## config.mk

```make
export PLATFORM = sky130hd
export DESIGN_NAME = ebrt_timer
export DESIGN_NICKNAME = d
export VERILOG_FILES = /design/src/hdl/ebrt_pkg.sv /design/src/hdl/ebrt_timer.sv
export VERILOG_INCLUDE_DIRS = /design/src /design/src/hdl
export SDC_FILE = /design/constraint.sdc
export NUM_CORES = 1
export LEC_CHECK = 0
export ABC_AREA = 1
export BUFFER_PORTS_ARGS = -buffer_cell sky130_fd_sc_hd__buf_4
export CAP_MARGIN = 20
export CORE_MARGIN = 1
export CORE_UTILIZATION = 55
export DETAILED_ROUTE_END_ITERATION = 10
export HOLD_SLACK_MARGIN = 0.08
export PLACE_DENSITY = 0.84
export SYNTH_ARGS = -nofsm -noshare
export SYNTH_HDL_FRONTEND = slang
export SYNTH_SLANG_ARGS = --single-unit
export TNS_END_PERCENT = 30
```

## constraint.sdc

```tcl
create_clock -name clk -period 4.4 [get_ports clk]
set_input_delay 0.66 -clock clk [delete_from_list [all_inputs] [get_ports clk]]
set_output_delay 0.66 -clock clk [all_outputs]
set_load 0.1 [all_outputs]
```

## src/hdl/ebrt_params.svh

```systemverilog
/*
 Constants for the eight-bit reload timer register block: offsets, field positions,
 reset values. Assumes inclusion by bare name from the design and the testbench.
*/
`ifndef EBRT_PARAMS_SVH
`define EBRT_PARAMS_SVH
`define EBRT_IDX_IRQ_ALLOW 24'h00FF24
`define EBRT_IDX_PENDING 24'h00FF28
`define EBRT_IDX_CONTROL 24'h00FF38
`define EBRT_IDX_RELOAD 24'h00FF39
`define EBRT_IDX_SNAPSHOT 24'h00FF3A
`define EBRT_IDX_TIMER_DIV 24'h00FF40
`define EBRT_BIT_UNDERFLOW 3'h7
`define EBRT_BIT_GATE 2'h2
`define EBRT_BIT_PRESET 2'h1
`define EBRT_BIT_RUN 2'h0
`define EBRT_RELOAD_RESET 8'hFF
`define EBRT_SNAPSHOT_RESET 8'hFF
`define EBRT_DIV_RESET 8'h01
`endif

```

## src/hdl/ebrt_pkg.sv

```systemverilog
/*
 Types for the eight-bit reload timer register block.
 Assumes the params header is on the include path.
*/
package ebrt_pkg;
  typedef struct packed {
    logic read;
    logic write;
    logic [25:0] address;
    logic [31:0] writedata;
  } ebrt_req_t;
  typedef enum logic [1:0] {EBRT_IDLE, EBRT_ANSWER} ebrt_bus_state_t;
endpackage

```

## src/hdl/ebrt_timer.sv

```systemverilog
/*
 Eight-bit down-counting reload timer with Avalon-MM register slave, a
 sticky underflow flag with write-one-clear, and a halved underflow clock
 for the serial interface. Assumes one 50 MHz clock and synchronous reset;
 the timer clock is an enable pulse from an internal divider.
*/
// How it works
// - Control bit two gates the halved underflow clock out; resets zero.
// - Control bit one written one presets counter from reload; reads zero.
// - Control bit zero runs or halts the counter, keeping its value; resets zero.
// - Underflow sets pending bit seven; write one clears; resets zero.
// - Reload value loads on preset and underflow; readable; resets all ones.
// - Count snapshot is a stable read-only buffer, resets all ones.
// - Serial clock toggles on each underflow, one period per two underflows.
// - Interrupt only when allow bit set; flag sets regardless.
`timescale 1ns/100ps
`include "ebrt_params.svh"
module ebrt_timer
  import ebrt_pkg::*;
(
  input wire logic clk,
  input wire logic reset,
  input wire logic [25:0] avs_address,
  input wire logic avs_read,
  input wire logic avs_write,
  input wire logic [3:0] avs_byteenable,
  input wire logic [31:0] avs_writedata,
  output logic [31:0] avs_readdata,
  output logic avs_waitrequest,
  output logic serial_clock_out,
  output logic irq
);
  ebrt_req_t req;
  ebrt_bus_state_t state_q;
  logic [7:0] count_q;
  logic [7:0] reload_value_q;
  logic [7:0] count_snapshot_q;
  logic [7:0] irq_allow_q;
  logic [7:0] pending_q;
  logic [7:0] div_q;
  logic [7:0] div_cnt_q;
  logic serial_clock_output_gate_q;
  logic count_run_control_q;
  logic half_clk_q;
  logic tick;
  logic underflow;
  logic wr_take;
  logic lane0;
  logic [31:0] rdata_d;

  function automatic logic hit(input logic [25:0] a, input logic [23:0] idx);
    hit = (a == {idx, 2'b00});
  endfunction

  assign req = '{read: avs_read, write: avs_write, address: avs_address,
                 writedata: avs_writedata};
  // One wait cycle per access; the request is taken at the edge waitrequest is low
  assign avs_waitrequest = (req.read || req.write) && (state_q == EBRT_IDLE);
  assign wr_take = req.write && (state_q == EBRT_ANSWER);
  assign lane0 = avs_byteenable[0];

  always_ff @(posedge clk) begin
    if (reset) begin
      state_q <= EBRT_IDLE;
    end else begin
      case (state_q)
        EBRT_IDLE: if (req.read || req.write) state_q <= EBRT_ANSWER;
        default: state_q <= EBRT_IDLE;
      endcase
    end
  end

  // Timer clock stand-in for the prescaler: enable every div_q+1 cycles
  always_ff @(posedge clk) begin
    if (reset) begin
      div_cnt_q <= 8'h00;
    end else if (div_cnt_q >= div_q) begin
      div_cnt_q <= 8'h00;
    end else begin
      div_cnt_q <= div_cnt_q + 8'h01;
    end
  end
  assign tick = (div_cnt_q >= div_q);

  assign underflow = tick && count_run_control_q && (count_q == 8'h00);

  always_ff @(posedge clk) begin
    if (reset) begin
      count_q <= `EBRT_RELOAD_RESET;
    end else if (wr_take && lane0 && hit(req.address, `EBRT_IDX_CONTROL)
                 && req.writedata[`EBRT_BIT_PRESET]) begin
      count_q <= reload_value_q;
    end else if (underflow) begin
      count_q <= reload_value_q;
    end else if (tick && count_run_control_q) begin
      count_q <= count_q - 8'h01;
    end
  end

  // Snapshot frozen during a read so a bus read never sees a half-updated count
  always_ff @(posedge clk) begin
    if (reset) begin
      count_snapshot_q <= `EBRT_SNAPSHOT_RESET;
    end else if (!req.read) begin
      count_snapshot_q <= count_q;
    end
  end

  always_ff @(posedge clk) begin
    if (reset) begin
      serial_clock_output_gate_q <= 1'b0;
      count_run_control_q <= 1'b0;
    end else if (wr_take && lane0 && hit(req.address, `EBRT_IDX_CONTROL)) begin
      serial_clock_output_gate_q <= req.writedata[`EBRT_BIT_GATE];
      count_run_control_q <= req.writedata[`EBRT_BIT_RUN];
    end
  end

  always_ff @(posedge clk) begin
    if (reset) begin
      reload_value_q <= `EBRT_RELOAD_RESET;
      irq_allow_q <= 8'h00;
      div_q <= `EBRT_DIV_RESET;
    end else if (wr_take && lane0) begin
      if (hit(req.address, `EBRT_IDX_RELOAD)) begin
        reload_value_q <= req.writedata[7:0];
      end else if (hit(req.address, `EBRT_IDX_IRQ_ALLOW)) begin
        irq_allow_q <= req.writedata[7:0];
      end else if (hit(req.address, `EBRT_IDX_TIMER_DIV)) begin
        div_q <= req.writedata[7:0];
      end
    end
  end

  // Set wins over a simultaneous write-one clear
  always_ff @(posedge clk) begin
    if (reset) begin
      pending_q <= 8'h00;
    end else begin
      for (int i = 0; i < 8; i++) begin
        if (underflow && i == `EBRT_BIT_UNDERFLOW) begin
          pending_q[i] <= 1'b1;
        end else if (wr_take && lane0 && hit(req.address, `EBRT_IDX_PENDING)
                     && req.writedata[i]) begin
          pending_q[i] <= 1'b0;
        end
      end
    end
  end

  always_ff @(posedge clk) begin
    if (reset) begin
      half_clk_q <= 1'b0;
    end else if (underflow) begin
      half_clk_q <= ~half_clk_q;
    end
  end

  always_ff @(posedge clk) begin
    if (reset) begin
      serial_clock_out <= 1'b0;
      irq <= 1'b0;
    end else begin
      serial_clock_out <= half_clk_q && serial_clock_output_gate_q;
      irq <= |(pending_q & irq_allow_q);
    end
  end

  always_comb begin
    rdata_d = 32'h0000_0000;
    if (hit(req.address, `EBRT_IDX_CONTROL)) begin
      // Preset reads zero, upper bits zero
      rdata_d[2:0] = {serial_clock_output_gate_q, 1'b0, count_run_control_q};
    end else if (hit(req.address, `EBRT_IDX_RELOAD)) begin
      rdata_d[7:0] = reload_value_q;
    end else if (hit(req.address, `EBRT_IDX_SNAPSHOT)) begin
      rdata_d[7:0] = count_snapshot_q;
    end else if (hit(req.address, `EBRT_IDX_PENDING)) begin
      rdata_d[7:0] = pending_q;
    end else if (hit(req.address, `EBRT_IDX_IRQ_ALLOW)) begin
      rdata_d[7:0] = irq_allow_q;
    end else if (hit(req.address, `EBRT_IDX_TIMER_DIV)) begin
      rdata_d[7:0] = div_q;
    end
  end

  always_ff @(posedge clk) begin
    if (reset) begin
      avs_readdata <= 32'h0000_0000;
    end else if (req.read && state_q == EBRT_IDLE) begin
      avs_readdata <= rdata_d;
    end
  end
endmodule

```

==> impl_metrics.json, run 1 <==
{
  "status": "finished clean",
  "cp-start-kind": "flip-flop",
  "drive_gt1_share_pct": 17.6,
  "reg2reg_to": "count_q[2]",
  "arrival_ps": 2640,
  "synth-main-ff-cell": "dfxtp_1",
  "slowest_stage": "nand3_1",
  "area_delta_synth_final_pct": 14.5,
  "grt_max_degree": 32,
  "gp_congestion": 0.898,
  "min_period_over_period_pct": 54.5,
  "post-dp-hpwl_um": 6100,
  "die_width_um": 82.4,
  "crit_path_max_incr_delay_ps": 510,
  "most-common-layout-cells": "inv_1, nand2_1, dfxtp_1",
  "cap_violations": 0,
  "ctsResizeCount": 0,
  "rsz0062_at_grt": "false",
  "grt.overflow.total": 0,
  "h-tree-depth": 3,
  "hold_path.class": "flip-flop to flip-flop",
  "power.density_nw_per_um2": 360,
  "core.rowCount": 28,
  "synth_seq_area_share_pct": 35.5,
  "clock-sinks": 63,
  "mostFrequentLayoutCell": "inv_1",
  "power.total_w": 0.00147,
  "max_freq_mhz": 417,
  "antenna_found_initial": 0,
  "diodes": 0,
  "p_leak_nw": 1.93,
  "final.fill_count": 488,
  "crit_fanout": 12,
  "holdPathStages": 2,
  "cts_root_buf": "clkbuf_8",
  "tns_ps": 0,
  "post_cts.repair.setup_buffers": 0,
  "worstMarginPinSlew_ps": 907,
  "ant_nets": 0,
  "routed-via-count": 3345,
  "pre_cts_slack_ps": 1850,
  "cts_inserted_buffers": 9,
  "crit_path_end": "count_q[2]",
  "ys_seq_elements": 63,
  "synthArstFlopShare_pct": 0,
  "crit_cells": 11,
  "avgSynthCellArea_um2": 7.32,
  "end_kind": "flip-flop",
  "path_cells": "inv_1 -> ha_1 -> nand2_1 -> nor2_1 -> nand4_1 -> nand3_1 -> nand3_1 -> nand2_8 -> nand2_1 -> nand3_1 -> nand2_1",
  "slew-limit-headroom_pct": 39.5,
  "worst_slack_ps": 2000,
  "drc": 0,
  "wirelength_um": 8610,
  "cts.clk_slew.worst_paths_ps": 80,
  "ys_types": 39,
  "period_needed_ps": 2400,
  "r2r-start": "div_q[7]",
  "peakVddDrop_mv": 0.209,
  "critPathKind": "flip-flop to flip-flop",
  "syn_inst": 485,
  "grt_pass1_wl_um": 13300,
  "setup_violations": 0,
  "crit_path_start": "div_q[7]",
  "crit_buf_inv": 1,
  "synth_warnings": 0,
  "grt_pass1_vias": 2842,
  "via_per_inst": 5.48,
  "syn_area_um2": 3550,
  "core_um2": 6060,
  "detail_route.wl_per_cell_um": 14.1,
  "r2r_slack_ps": 2000,
  "fin_skew_ps": 11.3,
  "dr.pass1.iters": 5,
  "initial_core_util_pct": 58.6,
  "dieHeight_um": 82.4,
  "finalHoldViolCount": 0,
  "crit_family": "simple AND/OR/NAND/NOR gates",
  "drt_iter0_markers": 322,
  "tritoncts": "yes",
  "num-nets-final": 606,
  "dieArea_um2": 6780,
  "ctsLongestPathBuffers": 2,
  "report.final.slew_viol_count": 0,
  "final_util_pct": 67.1,
  "port_buffers": 49,
  "ioPinCount": 101,
  "ctsHoldBuffers": 0,
  "clk_latency_ps": 350,
  "synth_edf_count": 0,
  "grt_usage_pct": 26.7,
  "r2r_cells": 11,
  "required_ps": 4640
}
per-layer routing:
layer	track usage (%)	part of all wire (%)	vias up
met3	7.03	7.6	22
met2	44.0	49	149
met4	14.9	2.9	0
met5	0	0	-
met1	31.4	41	1541
li1	-	-	1633
synth_stat cells (6+ instances only):
master    number  area share, %
inv_1         67            7.1
nand2_1       65            6.9
nand3_1       28            3.9
o21ai_1       10            1.4
nor3_1        14            2.0
o21ai_0       52            7.3
clkbuf_1       6           0.63
nor2_1        33            3.5
nand4_1        9            1.6
ha_1          10            3.5
buf_4         25            5.3
xor2_1         6            1.5
a21oi_1       45            6.3
dfxtp_1       63             36
how the worst min path moves through the flow:
stage | from | endpoint | slack (ps)
after floorplan | serial_clock_output_gate_q | serial_clock_out | 420
after global placement | pending_q[7] | irq | 440
after detailed placement | pending_q[7] | irq | 450
after CTS | pending_q[7] | irq | 460
after global routing | pending_q[7] | irq | 480
final | pending_q[7] | irq | 460
registers in the layout (all words and copies together), names as in the netlist, 8 cells and up:
signal            cells
irq_allow_q           8
count_q               8
reload_value_q        8
avs_readdata          8
div_cnt_q             8
div_q                 8
count_snapshot_q      8
power by group:
part           leakage [nW]  internal, W  switching (W)  total, W
registers             0.510     0.000583      0.0000105  0.000594
logic                  1.30    0.0000602       0.000189  0.000249
clock network         0.120     0.000378       0.000245  0.000623
layout make-up:
cell class	instances	area, µm²	area share [%]
multi-input combinational	334	1830	44.9
clock buffer	9	124	3.04
sequential	63	1260	31.0
tap	75	93.8	2.31
inverter	73	274	6.73
clock inverter	7	120	2.95
timing repair buffer	49	368	9.04
worst reg2reg max path: cells and delay by family, from the launching register on:
kind          cells  cell delay, ps
simple gates      9            1570
flops             1             340
buf+inv           1              80
fa+ha+maj         1             300
logic make-up (layout without fill, tap and decap cells):
group | after synthesis | in the layout | synth area share (%)
AND/OR/NAND/NOR | 176 | 176 | 26.3
AO/OA/AOI/OAI | 115 | 115 | 16.8
buffers and inverters | 111 | 138 | 15.5
flip-flops | 63 | 63 | 35.5
adder cells (fa/ha/maj) | 10 | 10 | 3.52
XOR/XNOR | 9 | 9 | 2.22
other | 1 | 24 | 0.106
metrics by stage:
| stage | std cells | hold WS (ps) | instance area (µm²) |
|---|---|---|---|
| 2_1_floorplan | 508 | 421 | 3640 |
| 3_3_place_gp | 594 | 439 | 3820 |
| 3_5_place_dp | 594 | 446 | 3820 |
| 4_1_cts | 610 | 456 | 4070 |
| 5_1_grt | 610 | 479 | 4070 |
| 6_report | 610 | 457 | 4070 |
Power figures use the tool's default switching activity.
==> run 2: changes to the inputs <==
- CORE_UTILIZATION: 55 -> 52
- PLACE_DENSITY: 0.84 -> 0.8
- clock period: 4.4 -> 2.3 ns (I/O delays scaled with it)
==> impl_metrics.json, run 2 (synthesized netlist as in run 1, its figures left out) <==
{
  "status": "complete, but fails checks",
  "violations": "design-rule violations",
  "cts_root_buf": "clkbuf_8",
  "clk_latency_ps": 360,
  "detail_route.wl_per_cell_um": 13.7,
  "required_ps": 2600,
  "tritoncts": "yes",
  "drc": 5,
  "antenna_found_initial": 0,
  "ctsLongestPathBuffers": 2,
  "cp-start-kind": "flip-flop",
  "ant_nets": 0,
  "post-dp-hpwl_um": 6230,
  "via_per_inst": 5.36,
  "crit_path_end": "count_q[6]",
  "p_leak_nw": 1.93,
  "final_util_pct": 63.0,
  "tns_ps": 0,
  "post_cts.repair.setup_buffers": 0,
  "port_buffers": 49,
  "most-common-layout-cells": "inv_1, nand2_1, dfxtp_1",
  "grt_max_degree": 32,
  "fin_skew_ps": 7.89,
  "grt_pass1_wl_um": 14000,
  "core.rowCount": 29,
  "report.final.slew_viol_count": 0,
  "reg2reg_to": "count_q[6]",
  "routed-via-count": 3312,
  "drive_gt1_share_pct": 18.5,
  "num-nets-final": 612,
  "setup_violations": 0,
  "grt_pass1_vias": 3130,
  "drt_iter0_markers": 286,
  "h-tree-depth": 3,
  "arrival_ps": 2400,
  "period_needed_ps": 2100,
  "mostFrequentLayoutCell": "inv_1",
  "ctsResizeCount": 0,
  "ioPinCount": 101,
  "area_delta_synth_final_pct": 14.6,
  "rsz0062_at_grt": "false",
  "dieArea_um2": 7170,
  "cap_violations": 0,
  "r2r-start": "div_q[7]",
  "crit_path_start": "div_q[7]",
  "worst_slack_ps": 200,
  "peakVddDrop_mv": 0.381,
  "power.density_nw_per_um2": 636,
  "cts.clk_slew.worst_paths_ps": 70,
  "cts_inserted_buffers": 9,
  "r2r_cells": 11,
  "ctsHoldBuffers": 0,
  "grt_usage_pct": 24.9,
  "end_kind": "flip-flop",
  "gp_congestion": 0.879,
  "dr.pass1.iters": 11,
  "clock-sinks": 63,
  "initial_core_util_pct": 55.0,
  "core_um2": 6460,
  "min_period_over_period_pct": 91.3,
  "hold_path.class": "input port to flip-flop",
  "max_freq_mhz": 476,
  "die_width_um": 84.7,
  "power.total_w": 0.00259,
  "pre_cts_slack_ps": 230,
  "critPathKind": "flip-flop to flip-flop",
  "dieHeight_um": 84.7,
  "diodes": 0,
  "grt.overflow.total": 0,
  "r2r_slack_ps": 200,
  "finalHoldViolCount": 0,
  "crit_fanout": 6,
  "wirelength_um": 8460
}
-- run 2: per-layer routing --
layer	vias up	GRT usage (%)	wire length [µm]
met5	-	0	0
met4	0	13.1	295
met3	23	5.01	503
met2	120	42.7	4170
met1	1522	29.5	3480
li1	1647	-	-
-- run 2: area by class of cell --
| cell class | instances | area [µm²] |
|---|---|---|
| Clock buffer | 10 | 138 |
| Tap cell | 77 | 96.3 |
| Multi-Input combinational cell | 334 | 1830 |
| Inverter | 73 | 274 |
| Fill cell | 593 | 2390 |
| Clock inverter | 6 | 60.1 |
| Sequential cell | 63 | 1260 |
| Timing Repair Buffer | 55 | 413 |
-- run 2: how the worst min path moves through the flow --
stage,from,endpoint,slack [ps],depth (start not counted)
2_1_floorplan,serial_clock_output_gate_q,serial_clock_out,420,2
3_3_place_gp,div_cnt_q[0],div_cnt_q[0],440,1
3_5_place_dp,pending_q[7],irq,450,2
4_1_cts,avs_writedata[2],reload_value_q[2],240,3
5_1_grt,avs_writedata[7],reload_value_q[7],260,3
6_report,avs_writedata[6],reload_value_q[6],240,3
-- run 2: worst max-delay path: stages (launching register included) --
cell,delay [ps]
dfxtp_1,350
inv_1,80
ha_1,290
nand2_1,70
nor2_1,160
nand4_1,120
nand3_1,150
nand3_1,290
buf_4,280
nand3b_1,90
nand3_1,90
nand2_1,70
-- run 2: power by group --
group          leakage, nW  internal [W]  switching (W)
clock network       0.0981      0.000523       0.000461
logic                 1.32      0.000116       0.000352
registers            0.510       0.00112      0.0000220
total                 1.93       0.00175       0.000835
-- run 2: per-stage QoR --
step	instances	hold WS (ps)	cell area (µm²)
after CTS	618	237	4070
after floorplan	508	421	3640
final	618	243	4070
after detailed placement	602	450	3870
after global routing	618	256	4070
after global placement	602	443	3870
